==> src/rtcc_access_regs.svh <==
// register offsets, field masks and bus constants of the clock/SRAM access block
`ifndef RTCC_ACCESS_REGS_SVH
`define RTCC_ACCESS_REGS_SVH

// shared 7-bit target address of clock registers and SRAM
`define CTRL_ADDR   7'h6f

// address map and pointer wrap points
`define REG_FIRST   7'h00
`define REG_LAST    7'h1f
`define SRAM_FIRST  7'h20
`define SRAM_LAST   7'h5f

// register offsets inside the clock block
`define STATUS_OFS  5'h03
`define DN_MIN_OFS  5'h18
`define DN_HOUR_OFS 5'h19
`define DN_DATE_OFS 5'h1a
`define DN_MTH_OFS  5'h1b
`define UP_MIN_OFS  5'h1c
`define UP_HOUR_OFS 5'h1d
`define UP_DATE_OFS 5'h1e
`define UP_MTH_OFS  5'h1f
`define STAMP_SEL   5'h18

// implemented bits of each register, the rest read as zero except status bits 5 and 4
`define MASK_MIN    8'h7f
`define MASK_HOUR   8'h7f
`define MASK_DATE   8'h3f
`define MASK_MTH    8'hff
`define MASK_STATUS 8'h0f
`define MASK_FULL   8'hff

// status register fields
`define ST_OSC_BIT  5
`define ST_PF_BIT   4
`define ST_BEN_BIT  3

// bit counts within one byte on the bus
`define CNT_BYTE    4'h8
`define CNT_ACK     4'h9

`endif

==> src/rtcc_access_pkg.sv <==
// types shared by the clock/SRAM bus access block
`default_nettype none
package rtcc_access_pkg;
    // transfer phase of the serial target
    typedef enum {
        ST_IDLE,
        ST_CTRL,
        ST_ADDR,
        ST_WDATA,
        ST_RDATA,
        ST_SKIP
    } bus_state_t;

    // byte address covering registers and SRAM
    typedef logic [6:0] addr_t;
endpackage : rtcc_access_pkg
`default_nettype wire

==> src/rtcc_sram_i2c_access.sv <==
// serial target giving access to clock registers, time stamps and general SRAM
`timescale 1ns/1ns
`default_nettype none
`include "rtcc_access_regs.svh"

module rtcc_sram_i2c_access #(
    parameter int SRAM_DEPTH = 64
) (
    // clock and reset
    input  wire logic       clock,
    input  wire logic       rst_n,
    // serial bus pins, open drain data
    input  wire logic       scl_in,
    input  wire logic       sda_in,
    output logic            sda_out,
    output logic            sda_oe,
    // supply state pin
    input  wire logic       on_backup,
    // current time and power events from the timekeeper
    input  wire logic [7:0] now_minutes,
    input  wire logic [7:0] now_hours,
    input  wire logic [7:0] now_date,
    input  wire logic [7:0] now_month,
    input  wire logic       capture_down,
    input  wire logic       capture_up,
    input  wire logic       oscillator_running_flag,
    // status towards the rest of the chip
    output logic            power_fail_flag,
    output logic            backup_input_enable
);

    ////////////////////////////////////////////////////////////////////////////
    // elaboration checks

    // the SRAM window in the address map is fixed at 64 bytes
    if (SRAM_DEPTH != 64) begin : g_bad_depth
        $error("SRAM_DEPTH must match the 64-byte SRAM window");
    end

    ////////////////////////////////////////////////////////////////////////////
    // declarations

    logic                        scl_s1_r;    // scl first sync stage
    logic                        scl_s2_r;    // scl synchronised
    logic                        scl_d_r;     // scl one cycle later
    logic                        sda_s1_r;    // sda first sync stage
    logic                        sda_s2_r;    // sda synchronised
    logic                        sda_d_r;     // sda one cycle later
    logic                        bak_s1_r;    // backup pin first stage
    logic                        bak_s2_r;    // backup pin synchronised
    logic                        scl_rise;    // rising edge of bus clock
    logic                        scl_fall;    // falling edge of bus clock
    logic                        start_det;   // start or repeated start
    logic                        stop_det;    // stop condition
    rtcc_access_pkg::bus_state_t state_r;     // transfer phase
    logic [3:0]                  bit_cnt_r;   // clock count within byte
    logic [7:0]                  shift_r;     // received byte
    logic [7:0]                  tx_r;        // byte being sent
    logic                        sda_oe_r;    // pulling data low
    logic                        rw_r;        // direction bit of control byte
    logic                        mack_r;      // controller acked last byte
    rtcc_access_pkg::addr_t      ptr_r;
    logic                        wr_en;       // data byte accepted
    logic                        wr_reg;      // write into clock block
    logic                        wr_sram;     // write into SRAM block
    logic                        pf_clear;    // software clears fail flag
    logic                        pf_r;        // power fail flag
    logic                        pend_up_r;   // waiting for power-up capture
    logic [7:0]                  rd_byte;     // byte at the pointer
    logic [7:0]                  regs_r [0:31];            // clock block
    logic [7:0]                  sram_r [0:SRAM_DEPTH-1];  // general SRAM
    logic [5:0]                  sram_idx;    // SRAM word index

    ////////////////////////////////////////////////////////////////////////////
    // helpers

    // next pointer value, wrapping within its block
    function automatic rtcc_access_pkg::addr_t next_addr(input rtcc_access_pkg::addr_t a);
        if (a == `REG_LAST) begin
            next_addr = `REG_FIRST;
        end else if (a == `SRAM_LAST) begin
            next_addr = `SRAM_FIRST;
        end else begin
            next_addr = a + 7'h01;
        end
    endfunction : next_addr

    // implemented bits of a clock-block location
    function automatic logic [7:0] field_mask(input logic [4:0] ofs);
        field_mask = `MASK_FULL;
        if (ofs == `STATUS_OFS) begin
            field_mask = `MASK_STATUS;
        end else if ((ofs & `STAMP_SEL) == `STAMP_SEL) begin
            unique case (ofs[1:0])
                2'h0: field_mask = `MASK_MIN;
                2'h1: field_mask = `MASK_HOUR;
                2'h2: field_mask = `MASK_DATE;
                2'h3: field_mask = `MASK_MTH;
            endcase
        end
    endfunction : field_mask

    ////////////////////////////////////////////////////////////////////////////
    // pin synchronisers

    // pins pass two flops; the third flop only serves edge detection
    always_ff @(posedge clock or negedge rst_n) begin
        if (!rst_n) begin
            scl_s1_r <= 1'b1;
            scl_s2_r <= 1'b1;
            scl_d_r  <= 1'b1;
            sda_s1_r <= 1'b1;
            sda_s2_r <= 1'b1;
            sda_d_r  <= 1'b1;
            bak_s1_r <= 1'b0;
            bak_s2_r <= 1'b0;
        end else begin
            scl_s1_r <= scl_in;
            scl_s2_r <= scl_s1_r;
            scl_d_r  <= scl_s2_r;
            sda_s1_r <= sda_in;
            sda_s2_r <= sda_s1_r;
            sda_d_r  <= sda_s2_r;
            bak_s1_r <= on_backup;
            bak_s2_r <= bak_s1_r;
        end
    end

    // bus events from synchronised levels
    assign scl_rise  = scl_s2_r & ~scl_d_r;
    assign scl_fall  = ~scl_s2_r & scl_d_r;
    assign start_det = scl_s2_r & scl_d_r & ~sda_s2_r & sda_d_r;
    assign stop_det  = scl_s2_r & scl_d_r & sda_s2_r & ~sda_d_r;

    ////////////////////////////////////////////////////////////////////////////
    // serial target state machine

    // acks and data change on scl falling edges, input sampled on rising
    always_ff @(posedge clock or negedge rst_n) begin
        if (!rst_n) begin
            state_r   <= rtcc_access_pkg::ST_IDLE;
            bit_cnt_r <= 4'h0;
            shift_r   <= 8'h00;
            tx_r      <= 8'h00;
            sda_oe_r  <= 1'b0;
            rw_r      <= 1'b0;
            mack_r    <= 1'b0;
            ptr_r     <= `REG_FIRST;
        end else if (bak_s2_r) begin
            // on backup the bus is ignored and released
            state_r   <= rtcc_access_pkg::ST_IDLE;
            bit_cnt_r <= 4'h0;
            sda_oe_r  <= 1'b0;
        end else if (start_det) begin
            state_r   <= rtcc_access_pkg::ST_CTRL;
            bit_cnt_r <= 4'h0;
            sda_oe_r  <= 1'b0;
        end else if (stop_det) begin
            // stop ends any transfer and releases data
            state_r   <= rtcc_access_pkg::ST_IDLE;
            bit_cnt_r <= 4'h0;
            sda_oe_r  <= 1'b0;
        end else if (state_r != rtcc_access_pkg::ST_IDLE && state_r != rtcc_access_pkg::ST_SKIP) begin
            if (scl_rise) begin
                if (bit_cnt_r < `CNT_BYTE) begin
                    shift_r <= {shift_r[6:0], sda_s2_r};
                end else begin
                    mack_r <= ~sda_s2_r;
                end
                bit_cnt_r <= bit_cnt_r + 4'h1;
            end else if (scl_fall && bit_cnt_r == `CNT_BYTE) begin
                // byte complete: decide the acknowledge
                unique case (state_r)
                    rtcc_access_pkg::ST_CTRL: begin
                        if (shift_r[7:1] == `CTRL_ADDR) begin
                            sda_oe_r <= 1'b1;
                            rw_r     <= shift_r[0];
                        end else begin
                            state_r <= rtcc_access_pkg::ST_SKIP;
                        end
                    end
                    rtcc_access_pkg::ST_ADDR: begin
                        if (shift_r <= {1'b0, `SRAM_LAST}) begin
                            sda_oe_r <= 1'b1;
                            ptr_r    <= shift_r[6:0];
                        end else begin
                            state_r <= rtcc_access_pkg::ST_SKIP;
                        end
                    end
                    rtcc_access_pkg::ST_WDATA: begin
                        // no count limit; the pointer just wraps
                        sda_oe_r <= 1'b1;
                        ptr_r    <= next_addr(ptr_r);
                    end
                    rtcc_access_pkg::ST_RDATA: begin
                        sda_oe_r <= 1'b0; // let the controller answer
                    end
                    rtcc_access_pkg::ST_IDLE, rtcc_access_pkg::ST_SKIP: begin
                        sda_oe_r <= 1'b0;
                    end
                endcase
            end else if (scl_fall && bit_cnt_r == `CNT_ACK) begin
                // acknowledge clock over: release and move on
                bit_cnt_r <= 4'h0;
                sda_oe_r  <= 1'b0;
                if (state_r == rtcc_access_pkg::ST_CTRL && rw_r) begin
                    state_r  <= rtcc_access_pkg::ST_RDATA;
                    tx_r     <= rd_byte;
                    sda_oe_r <= ~rd_byte[7];
                    ptr_r    <= next_addr(ptr_r);
                end else if (state_r == rtcc_access_pkg::ST_CTRL) begin
                    state_r <= rtcc_access_pkg::ST_ADDR;
                end else if (state_r == rtcc_access_pkg::ST_ADDR) begin
                    state_r <= rtcc_access_pkg::ST_WDATA;
                end else if (state_r == rtcc_access_pkg::ST_RDATA && mack_r) begin
                    // controller asked for more: next byte
                    tx_r     <= rd_byte;
                    sda_oe_r <= ~rd_byte[7];
                    ptr_r    <= next_addr(ptr_r);
                end else if (state_r == rtcc_access_pkg::ST_RDATA) begin
                    state_r <= rtcc_access_pkg::ST_SKIP;
                end
            end else if (scl_fall && state_r == rtcc_access_pkg::ST_RDATA) begin
                // shift out the next data bit
                tx_r     <= {tx_r[6:0], 1'b0};
                sda_oe_r <= ~tx_r[6];
            end
        end
    end

    // open drain: only ever pull low
    assign sda_out = 1'b0;
    assign sda_oe  = sda_oe_r;

    ////////////////////////////////////////////////////////////////////////////
    // write strobes and read mux

    // must mirror the priority of the state machine above
    assign wr_en    = state_r == rtcc_access_pkg::ST_WDATA && scl_fall && bit_cnt_r == `CNT_BYTE
                      && !start_det && !stop_det && !bak_s2_r;
    assign wr_reg   = wr_en && ptr_r <= `REG_LAST;
    assign wr_sram  = wr_en && ptr_r >= `SRAM_FIRST;
    assign sram_idx = 6'(ptr_r - `SRAM_FIRST);
    assign pf_clear = wr_reg && ptr_r[4:0] == `STATUS_OFS && !shift_r[`ST_PF_BIT];

    // byte at the pointer; unimplemented bits read as zero
    always_comb begin
        rd_byte = regs_r[ptr_r[4:0]] & field_mask(ptr_r[4:0]);
        if (ptr_r >= `SRAM_FIRST) begin
            rd_byte = sram_r[sram_idx];
        end else if (ptr_r[4:0] == `STATUS_OFS) begin
            rd_byte[`ST_OSC_BIT] = oscillator_running_flag;
            rd_byte[`ST_PF_BIT]  = pf_r;
        end
    end

    ////////////////////////////////////////////////////////////////////////////
    // clock block registers and time stamps

    // later statements win: a down capture beats a clear in the same cycle, an up capture is dropped
    always_ff @(posedge clock or negedge rst_n) begin
        if (!rst_n) begin
            for (int i = 0; i < 32; i++) begin
                regs_r[i] <= 8'h00;
            end
            pf_r      <= 1'b0;
            pend_up_r <= 1'b0;
        end else begin
            if (wr_reg) begin
                regs_r[ptr_r[4:0]] <= shift_r & field_mask(ptr_r[4:0]);
            end
            if (pf_clear) begin
                pf_r      <= 1'b0;
                pend_up_r <= 1'b0;
                for (int i = 0; i < 8; i++) begin
                    regs_r[`DN_MIN_OFS + 5'(i)] <= 8'h00;
                end
            end
            if (capture_down && (!pf_r || pf_clear)) begin
                regs_r[`DN_MIN_OFS]  <= now_minutes & `MASK_MIN;
                regs_r[`DN_HOUR_OFS] <= now_hours & `MASK_HOUR;
                regs_r[`DN_DATE_OFS] <= now_date & `MASK_DATE;
                regs_r[`DN_MTH_OFS]  <= now_month & `MASK_MTH;
                pf_r      <= 1'b1;
                pend_up_r <= 1'b1;
            end
            // power-up stamp only completes a pending power-down record
            if (capture_up && pend_up_r && !pf_clear) begin
                regs_r[`UP_MIN_OFS]  <= now_minutes & `MASK_MIN;
                regs_r[`UP_HOUR_OFS] <= now_hours & `MASK_HOUR;
                regs_r[`UP_DATE_OFS] <= now_date & `MASK_DATE;
                regs_r[`UP_MTH_OFS]  <= now_month & `MASK_MTH;
                pend_up_r <= 1'b0;
            end
        end
    end

    // status outputs from flops
    assign power_fail_flag     = pf_r;
    assign backup_input_enable = regs_r[`STATUS_OFS][`ST_BEN_BIT];

    ////////////////////////////////////////////////////////////////////////////
    // general SRAM

    // no reset: contents survive power-on reset
    always_ff @(posedge clock) begin
        if (wr_sram) begin
            sram_r[sram_idx] <= shift_r;
        end
    end

endmodule : rtcc_sram_i2c_access

`default_nettype wire

==> config.mk <==
export PLATFORM = sky130hd
export DESIGN_NAME = rtcc_sram_i2c_access
export DESIGN_NICKNAME = d
export VERILOG_FILES = /design/src/rtcc_access_pkg.sv /design/src/rtcc_sram_i2c_access.sv
export VERILOG_INCLUDE_DIRS = /design/src
export SDC_FILE = /design/constraint.sdc
export NUM_CORES = 1
export LEC_CHECK = 0
export BUFFER_PORTS_ARGS = -buffer_cell sky130_fd_sc_hd__buf_2
export CAP_MARGIN = 20
export CORE_MARGIN = 5
export CORE_UTILIZATION = 50
export DETAILED_ROUTE_END_ITERATION = 6
export MAX_ROUTING_LAYER = met4
export PLACE_DENSITY_LB_ADDON = 0.1
export RECOVER_POWER = 25
export SYNTH_ARGS = -nofsm -noshare
export SYNTH_HDL_FRONTEND = slang
export SYNTH_SLANG_ARGS = --single-unit
==> constraint.sdc <==
create_clock -name clock -period 3.5 [get_ports clock]
set_clock_uncertainty 0.05 [all_clocks]
set_input_delay 0.175 -clock clock [delete_from_list [all_inputs] [get_ports clock]]
set_output_delay 0.175 -clock clock [all_outputs]
set_load 0.05 [all_outputs]
# [Yosys cells after proc, flatten, opt, wreduce, memory -nomap -nowiden]
# Memory sizes are Yosys's and may differ from the RTL's.
# Cells that the tools add are included.
# Widths: inputs -> output; s select.
[word_totals] reg_bits=327 ramBits=512 out_inout_bits=4 mem_count=1
[op_classes] addsub=3 n_lt_le_gt_ge=6 n_eq_ne=35 muxes=76 bitwise=22 n_reduce_logical=51
[memory_table] name="sram_r" words=64 width=8 rd=1 rd_clocked_by_memory_dff=0 write_ports=1 line="rtcc_sram_i2c_access.sv:71" text="logic [7:0] sram_r [0:SRAM_DEPTH-1];"
[ops] operator="$mux 32" count=16
[ops] operator="$bwmux 256" count=1
[ops] operator="$eq 32x3->1 const B" count=4
[ops] operator="$mux 64" count=2
[ops] operator="$mux 7" count=15
[ops] operator="$eq 32x2->1 const B" count=3
[ops] operator="$pmux 32 s2" count=1
[ops] operator="$mux 8" count=6
[ops] operator="$bmux 8 s5" count=1
[ops] operator="$demux 8 s5" count=1
[ops] operator="$eq 32x1->1 const B" count=1
[ops] operator="$eq 32x4->1 const B" count=1
[ops] operator="$logic_not 32->1" count=1
[ops] operator="$mux 4" count=8
[ops] operator="$ne 32x4->1 const B" count=1
[ops] operator="$reduce_bool 32->1" count=1
[ops] operator="$ne 6x6->1 const B" count=4
[ops] operator="$pmux 8 s3" count=1
[ops] operator="$logic_and 1x1->1" count=19
[ops] operator="$mux 1" count=19
[ops] operator="$and 8x8->8" count=2
[ops] operator="$reduce_and 8->1" count=2
[ops] operator="$eq 7x7->1 const B" count=2
[ops] operator="$pmux 7 s2" count=1
[ops] operator="42 further kinds" count=80

# [Logic depth before layout (Yosys ltp)]
[depth] word_depth=19 depth_mapped=13 mapped_depth_nobuf=8

# [Worst setup path before layout]
# OpenSTA, ideal clock, no wires.
[synth_timing] path_kind="flip-flop to flip-flop" start="register ptr_r[1]" end="register regs_r[20] (netlist bit)" setup_ns=0.136 arrival_time_ns=2.824 required_time_ns=3.314 path_slack_ns=0.490 path_stages_with_launch=14 path_buffers=5 synth_period_minus_slack_ns=3.010 cell_sequence="dfrtp_1 > buf_2 > buf_4 > inv_1 > clkbuf_1 > buf_1 > ha_1 > nand2_1 > nor2_1 > o21ai_0 > and2_1 > clkbuf_1 > nand2_1 > o21ai_0"
[synth_via] elab_chain_len=9
[synth_lines] element="start: declaration" line="rtcc_sram_i2c_access.sv:62" text="rtcc_access_pkg::addr_t ptr_r;"
[synth_lines] element="start signal: assignment" line="rtcc_sram_i2c_access.sv:148" text="ptr_r <= `REG_FIRST;"
[synth_lines] element="start signal: assignment" line="rtcc_sram_i2c_access.sv:185" text="ptr_r <= shift_r[6:0];"
[synth_lines] element="start signal: assignment" line="rtcc_sram_i2c_access.sv:193" text="ptr_r <= next_addr(ptr_r);"
[synth_lines] element="$not 5->6 (implied by the code)" line="rtcc_sram_i2c_access.sv:270" text="regs_r[ptr_r[4:0]] <= shift_r & field_mask(ptr_r[4:0]);"
[synth_lines] element="$ge 6x6->1 (implied by the code) / $lt 6x1->1 (equally long branches)" line="rtcc_sram_i2c_access.sv:270"
[synth_lines] element="$logic_and 1x1->1 (implied by the code)" line="rtcc_sram_i2c_access.sv:270"
[synth_lines] element="$mux 8 (implied by the code)" line="rtcc_sram_i2c_access.sv:270"
[synth_lines] element="$demux 8 s5" line="rtcc_sram_i2c_access.sv:270"
[synth_lines] element="$bwmux 256" line="rtcc_sram_i2c_access.sv:270"
[synth_lines] element="$mux 64" line="rtcc_sram_i2c_access.sv:269" text="if (wr_reg) begin"
[synth_lines] element="$mux 64" line="rtcc_sram_i2c_access.sv:272" text="if (pf_clear) begin"
[synth_lines] element="$mux 32" line="rtcc_sram_i2c_access.sv:288" text="if (capture_up && pend_up_r && !pf_clear) begin"
[synth_lines] element="end signal: indexed assignment" line="rtcc_sram_i2c_access.sv:270"
[synth_lines] element="end signal: indexed assignment" line="rtcc_sram_i2c_access.sv:289" text="regs_r[`UP_MIN_OFS] <= now_minutes & `MASK_MIN;"
[synth_lines] element="end signal: indexed assignment" line="rtcc_sram_i2c_access.sv:290" text="regs_r[`UP_HOUR_OFS] <= now_hours & `MASK_HOUR;"
[synth_lines] element="end: declaration" line="rtcc_sram_i2c_access.sv:70" text="logic [7:0] regs_r [0:31];"
# Several ways; a longest one is shown, not always the timed one. The select of a mux whose other input is x is not followed.
# A chain may end at the register's enable or synchronous reset.

# [Worst setup path after layout]
[layout_timing] start="register ptr_r[2]" end="register regs_r[45] (netlist bit)"
[layout_via] elab_chain_len=9
[layout_lines] element="$not 5->6 (implied by the code)" line="rtcc_sram_i2c_access.sv:270"
[layout_lines] element="$ge 6x6->1 (implied by the code) / $lt 6x1->1 (equally long branches)" line="rtcc_sram_i2c_access.sv:270"
[layout_lines] element="$logic_and 1x1->1 (implied by the code)" line="rtcc_sram_i2c_access.sv:270"
[layout_lines] element="$mux 8 (implied by the code)" line="rtcc_sram_i2c_access.sv:270"
[layout_lines] element="$demux 8 s5" line="rtcc_sram_i2c_access.sv:270"
[layout_lines] element="$bwmux 256" line="rtcc_sram_i2c_access.sv:270"
[layout_lines] element="$mux 64" line="rtcc_sram_i2c_access.sv:269"
[layout_lines] element="$mux 64" line="rtcc_sram_i2c_access.sv:272"
[layout_lines] element="$mux 32" line="rtcc_sram_i2c_access.sv:279" text="if (capture_down && (!pf_r || pf_clear)) begin"
[layout_lines] element="end signal: indexed assignment" line="rtcc_sram_i2c_access.sv:270"
[layout_lines] element="end signal: indexed assignment" line="rtcc_sram_i2c_access.sv:280" text="regs_r[`DN_MIN_OFS] <= now_minutes & `MASK_MIN;"
[layout_lines] element="end signal: indexed assignment" line="rtcc_sram_i2c_access.sv:281" text="regs_r[`DN_HOUR_OFS] <= now_hours & `MASK_HOUR;"
# Several ways; a longest one is shown, not always the timed one. The select of a mux whose other input is x is not followed.

==> results.cfg <==
[timing]
hold_violations = 0
totalNegativeSetupSlack_ns = 0
period_share_pct = 92.1
max_freq_mhz = 310
grt_setup_unrepaired = no
whs_ns = 0.0804
tightest_slew_ns = 2.29
maxSlewHeadroom_pct = -52.8
setup_viol = 0
period_needed_ns = 3.22
maxSlewViolCount = 345

[worst_setup_path]
cp_data_required_time_ns = 3.99
crit_buf_inv = 2
cp-end-kind = flip-flop
rr_startpoint = ptr_r[2]$_DFFE_PN0P_
critical_path.cell_chain = and4_1 > o31ai_1 > nor4_4 > buf_4 > nand2_1 > a21boi_2 > buf_4 > a21oi_1 > o21ai_0
crit_slowest_cell = dfrtp_4
crit_start = ptr_r[2]$_DFFE_PN0P_
crit_path_max_incr_delay_ns = 0.82
start_kind = flip-flop
path_delay_family = compound AO/OA/AOI/OAI gates
critPathKind = reg -> reg
critPathMostFrequentCell = buf_4
cp.arrival_ns = 3.71
crit_fanout = 31

[die]
die_width_um = 274
coreArea_mm2 = 0.0688
rows = 96
ioPinCount = 44
fp.dieArea_mm2 = 0.0749
start_util_pct = 50.5
die-height_um = 274

[placement]
hpwlAfterDp_um = 65700
gp_congestion = 0.919
portBuffers = 38
dp_cells = 3398

[job]
maxCapViolCount = 5

[synthesis]
avgSynthCellArea_um2 = 14.6
yosys.area.top_type = edfxtp_1
ys_top_cells_by_count = edfxtp_1, dfrtp_1, mux2_2
yosys_warnings = 0
synthArstFlopShare_pct = 36.8
ys_types = 72
synth.most_common_cell = edfxtp_1
yosysTopAreaCellShare_pct = 44.2
yosys-top-cells-area = edfxtp_1, dfrtp_1, mux2_2, mux4_2, mux2i_1
syn_inst = 2382
synth_edf_count = 512
seq_area_frac_synth_pct = 65.7
synth_nets = 2429
synth_area_mm2 = 0.0348
ys_ff_latch = 810
ys_dominant_reg_cell = edfxtp_1

[clocking]
cts_tree = built
ctsLongestPathBuffers = 3
htree_levels = 3
clk-insertion-delay-late_ns = 0.63
clk_pin_slew_ns = 0.06
cts-buffers-inserted = 87
cts.sinks = 810
cts_resized = 0
cts_root_buffer = clkbuf_16

[routing]
num_vias = 22827
wl_per_cell_um = 28.8
drt_first_pass_iters = 6
drc_errors = 0
drtIter0Drc = 2591
wl_um = 103000
routed_via_density = 6.36
final_antenna_net_count = 0

[power_and_ir_drop]
power_leakage_nw = 14.9
p_total_mw = 21.8
vdd_ir_drop_max_v = 0.000438
powerDensity_mw_per_mm2 = 539

[cells_and_area]
area_growth_pct = 16.0
final_core_util_pct = 58.6
antenna_cells = 0
drive_gt1_share_pct = 29.0
finalNetCount = 2638
final_cells = 3590

[outcome]
status = finished with violations
failed_checks = capacitance limit, slew limit

[grt]
grt_max_degree = 98
grt_pass1_wl_um = 153000
grt_usage_pct = 28.4
grt_pass1_vias = 22690
antenna_found_initial = 0
overflow = 0

[min_path]
min_from = oscillator_running_flag
hold_path.class = in -> reg
==> worst reg2reg max path, cell delays in order, from the launching register on <==
cell and delay, ns:
dfrtp_4 0.82, and4_1 0.32, o31ai_1 0.11, nor4_4 0.14, buf_4 0.30, nand2_1 0.16
a21boi_2 0.57, buf_4 0.37, a21oi_1 0.11, o21ai_0 0.19
==> power breakdown <==
part	switching [mW]	leakage [nW]	internal, mW
Sequential	0.148	8.68	10.9
Combinational	1.26	4.86	0.257
Clock	3.74	1.38	5.45
Total	5.15	14.9	16.6
==> stage by stage <==
stage | instance area (um2) | setup WS [ns]
after global routing | 40400 | 0.134
after detailed placement | 37200 | 0.405
final | 40400 | 0.275
after global placement | 37200 | 0.401
after floorplan | 34800 | 0.490
after CTS | 40400 | 0.369
==> flip-flops by register name, summed over array words and instances (netlist names) <==
name and count:
tx_r 7, bit_cnt_r 4, bak_s2_r 1, bak_s1_r 1, sda_s1_r 1, mack_r 1, state_r 3, ptr_r 7
regs_r 255, rw_r 1, pend_up_r 1, power_fail_flag 1, sda_d_r 1, sda_oe 1, sram_r 512, scl_d_r 1
shift_r 8, scl_s2_r 1, scl_s1_r 1, sda_s2_r 1, backup_input_enable 1
==> area by class of cell <==
cell class / count / area, um2
clock buffers: 119 / 2430
well taps: 931 / 1160
flip-flops and latches: 810 / 22900
clock inverters: 38 / 413
multi-input cells: 1401 / 11200
fillers: 5364 / 28500
repair buffers: 280 / 2240
inverters: 11 / 41.3
==> per-layer routing <==
layer  track usage [%]  wire length, um  up-vias
met3              4.86             9320      229
met2              41.5            46500     1191
met4              9.20             3540        0
li1                  -                -     9678
met1              41.1            44100    11729
met5                 -                0        -
==> cell usage in the layout (no fill, tap or decap), drive strengths merged, types with 34 or more instances in the layout <==
| master | Yosys | layout |
|---|---|---|
| mux2 | 257 | 257 |
| buf | 80 | 240 |
| mux4 | 74 | 74 |
| dfrtp | 292 | 292 |
| o21ai | 112 | 112 |
| mux2i | 94 | 94 |
| a22oi | 41 | 41 |
| dlygate4sd3 | 0 | 34 |
| nor2 | 167 | 167 |
| a221oi | 58 | 58 |
| a32oi | 35 | 35 |
| clkbuf | 80 | 125 |
| nand2 | 182 | 182 |
| a21oi | 83 | 83 |
| edfxtp | 512 | 512 |
==> logic make-up after synthesis <==
logic type | Yosys count | share of synthesized area (%)
other | 1 | 0.0108
XOR/XNOR | 1 | 0.0252
multiplexers | 425 | 15.8
buffers and inverters | 171 | 2.22
AO/OA/AOI/OAI | 487 | 9.72
flip-flops | 810 | 65.7
AND/OR/NAND/NOR | 480 | 6.30
adder cells (fa/ha/maj) | 7 | 0.252
==> final timing paths <==
path	endpoint	slack (ns)	cells after the start
max	regs_r[45]$_DFFE_PN0P_	0.28	9
min	tx_r[5]$_DFFE_PN0P_	0.08	3
max reg2reg	regs_r[45]$_DFFE_PN0P_	0.28	9
min reg2reg	bak_s2_r$_DFF_PN0_	0.30	0
max in group asynchronous	ptr_r[0]$_DFFE_PN0P_	0.96	2
min in group asynchronous	bit_cnt_r[0]$_DFFE_PN0P_	0.77	2
==> what timing repair did <==
action / 4_1_cts / 5_1_grt
setup buffers: 0 / 0
endpoints found under the hold margin: 142 / 0
hold buffers: 34 / 0
(Power assumes the default switching activity.)
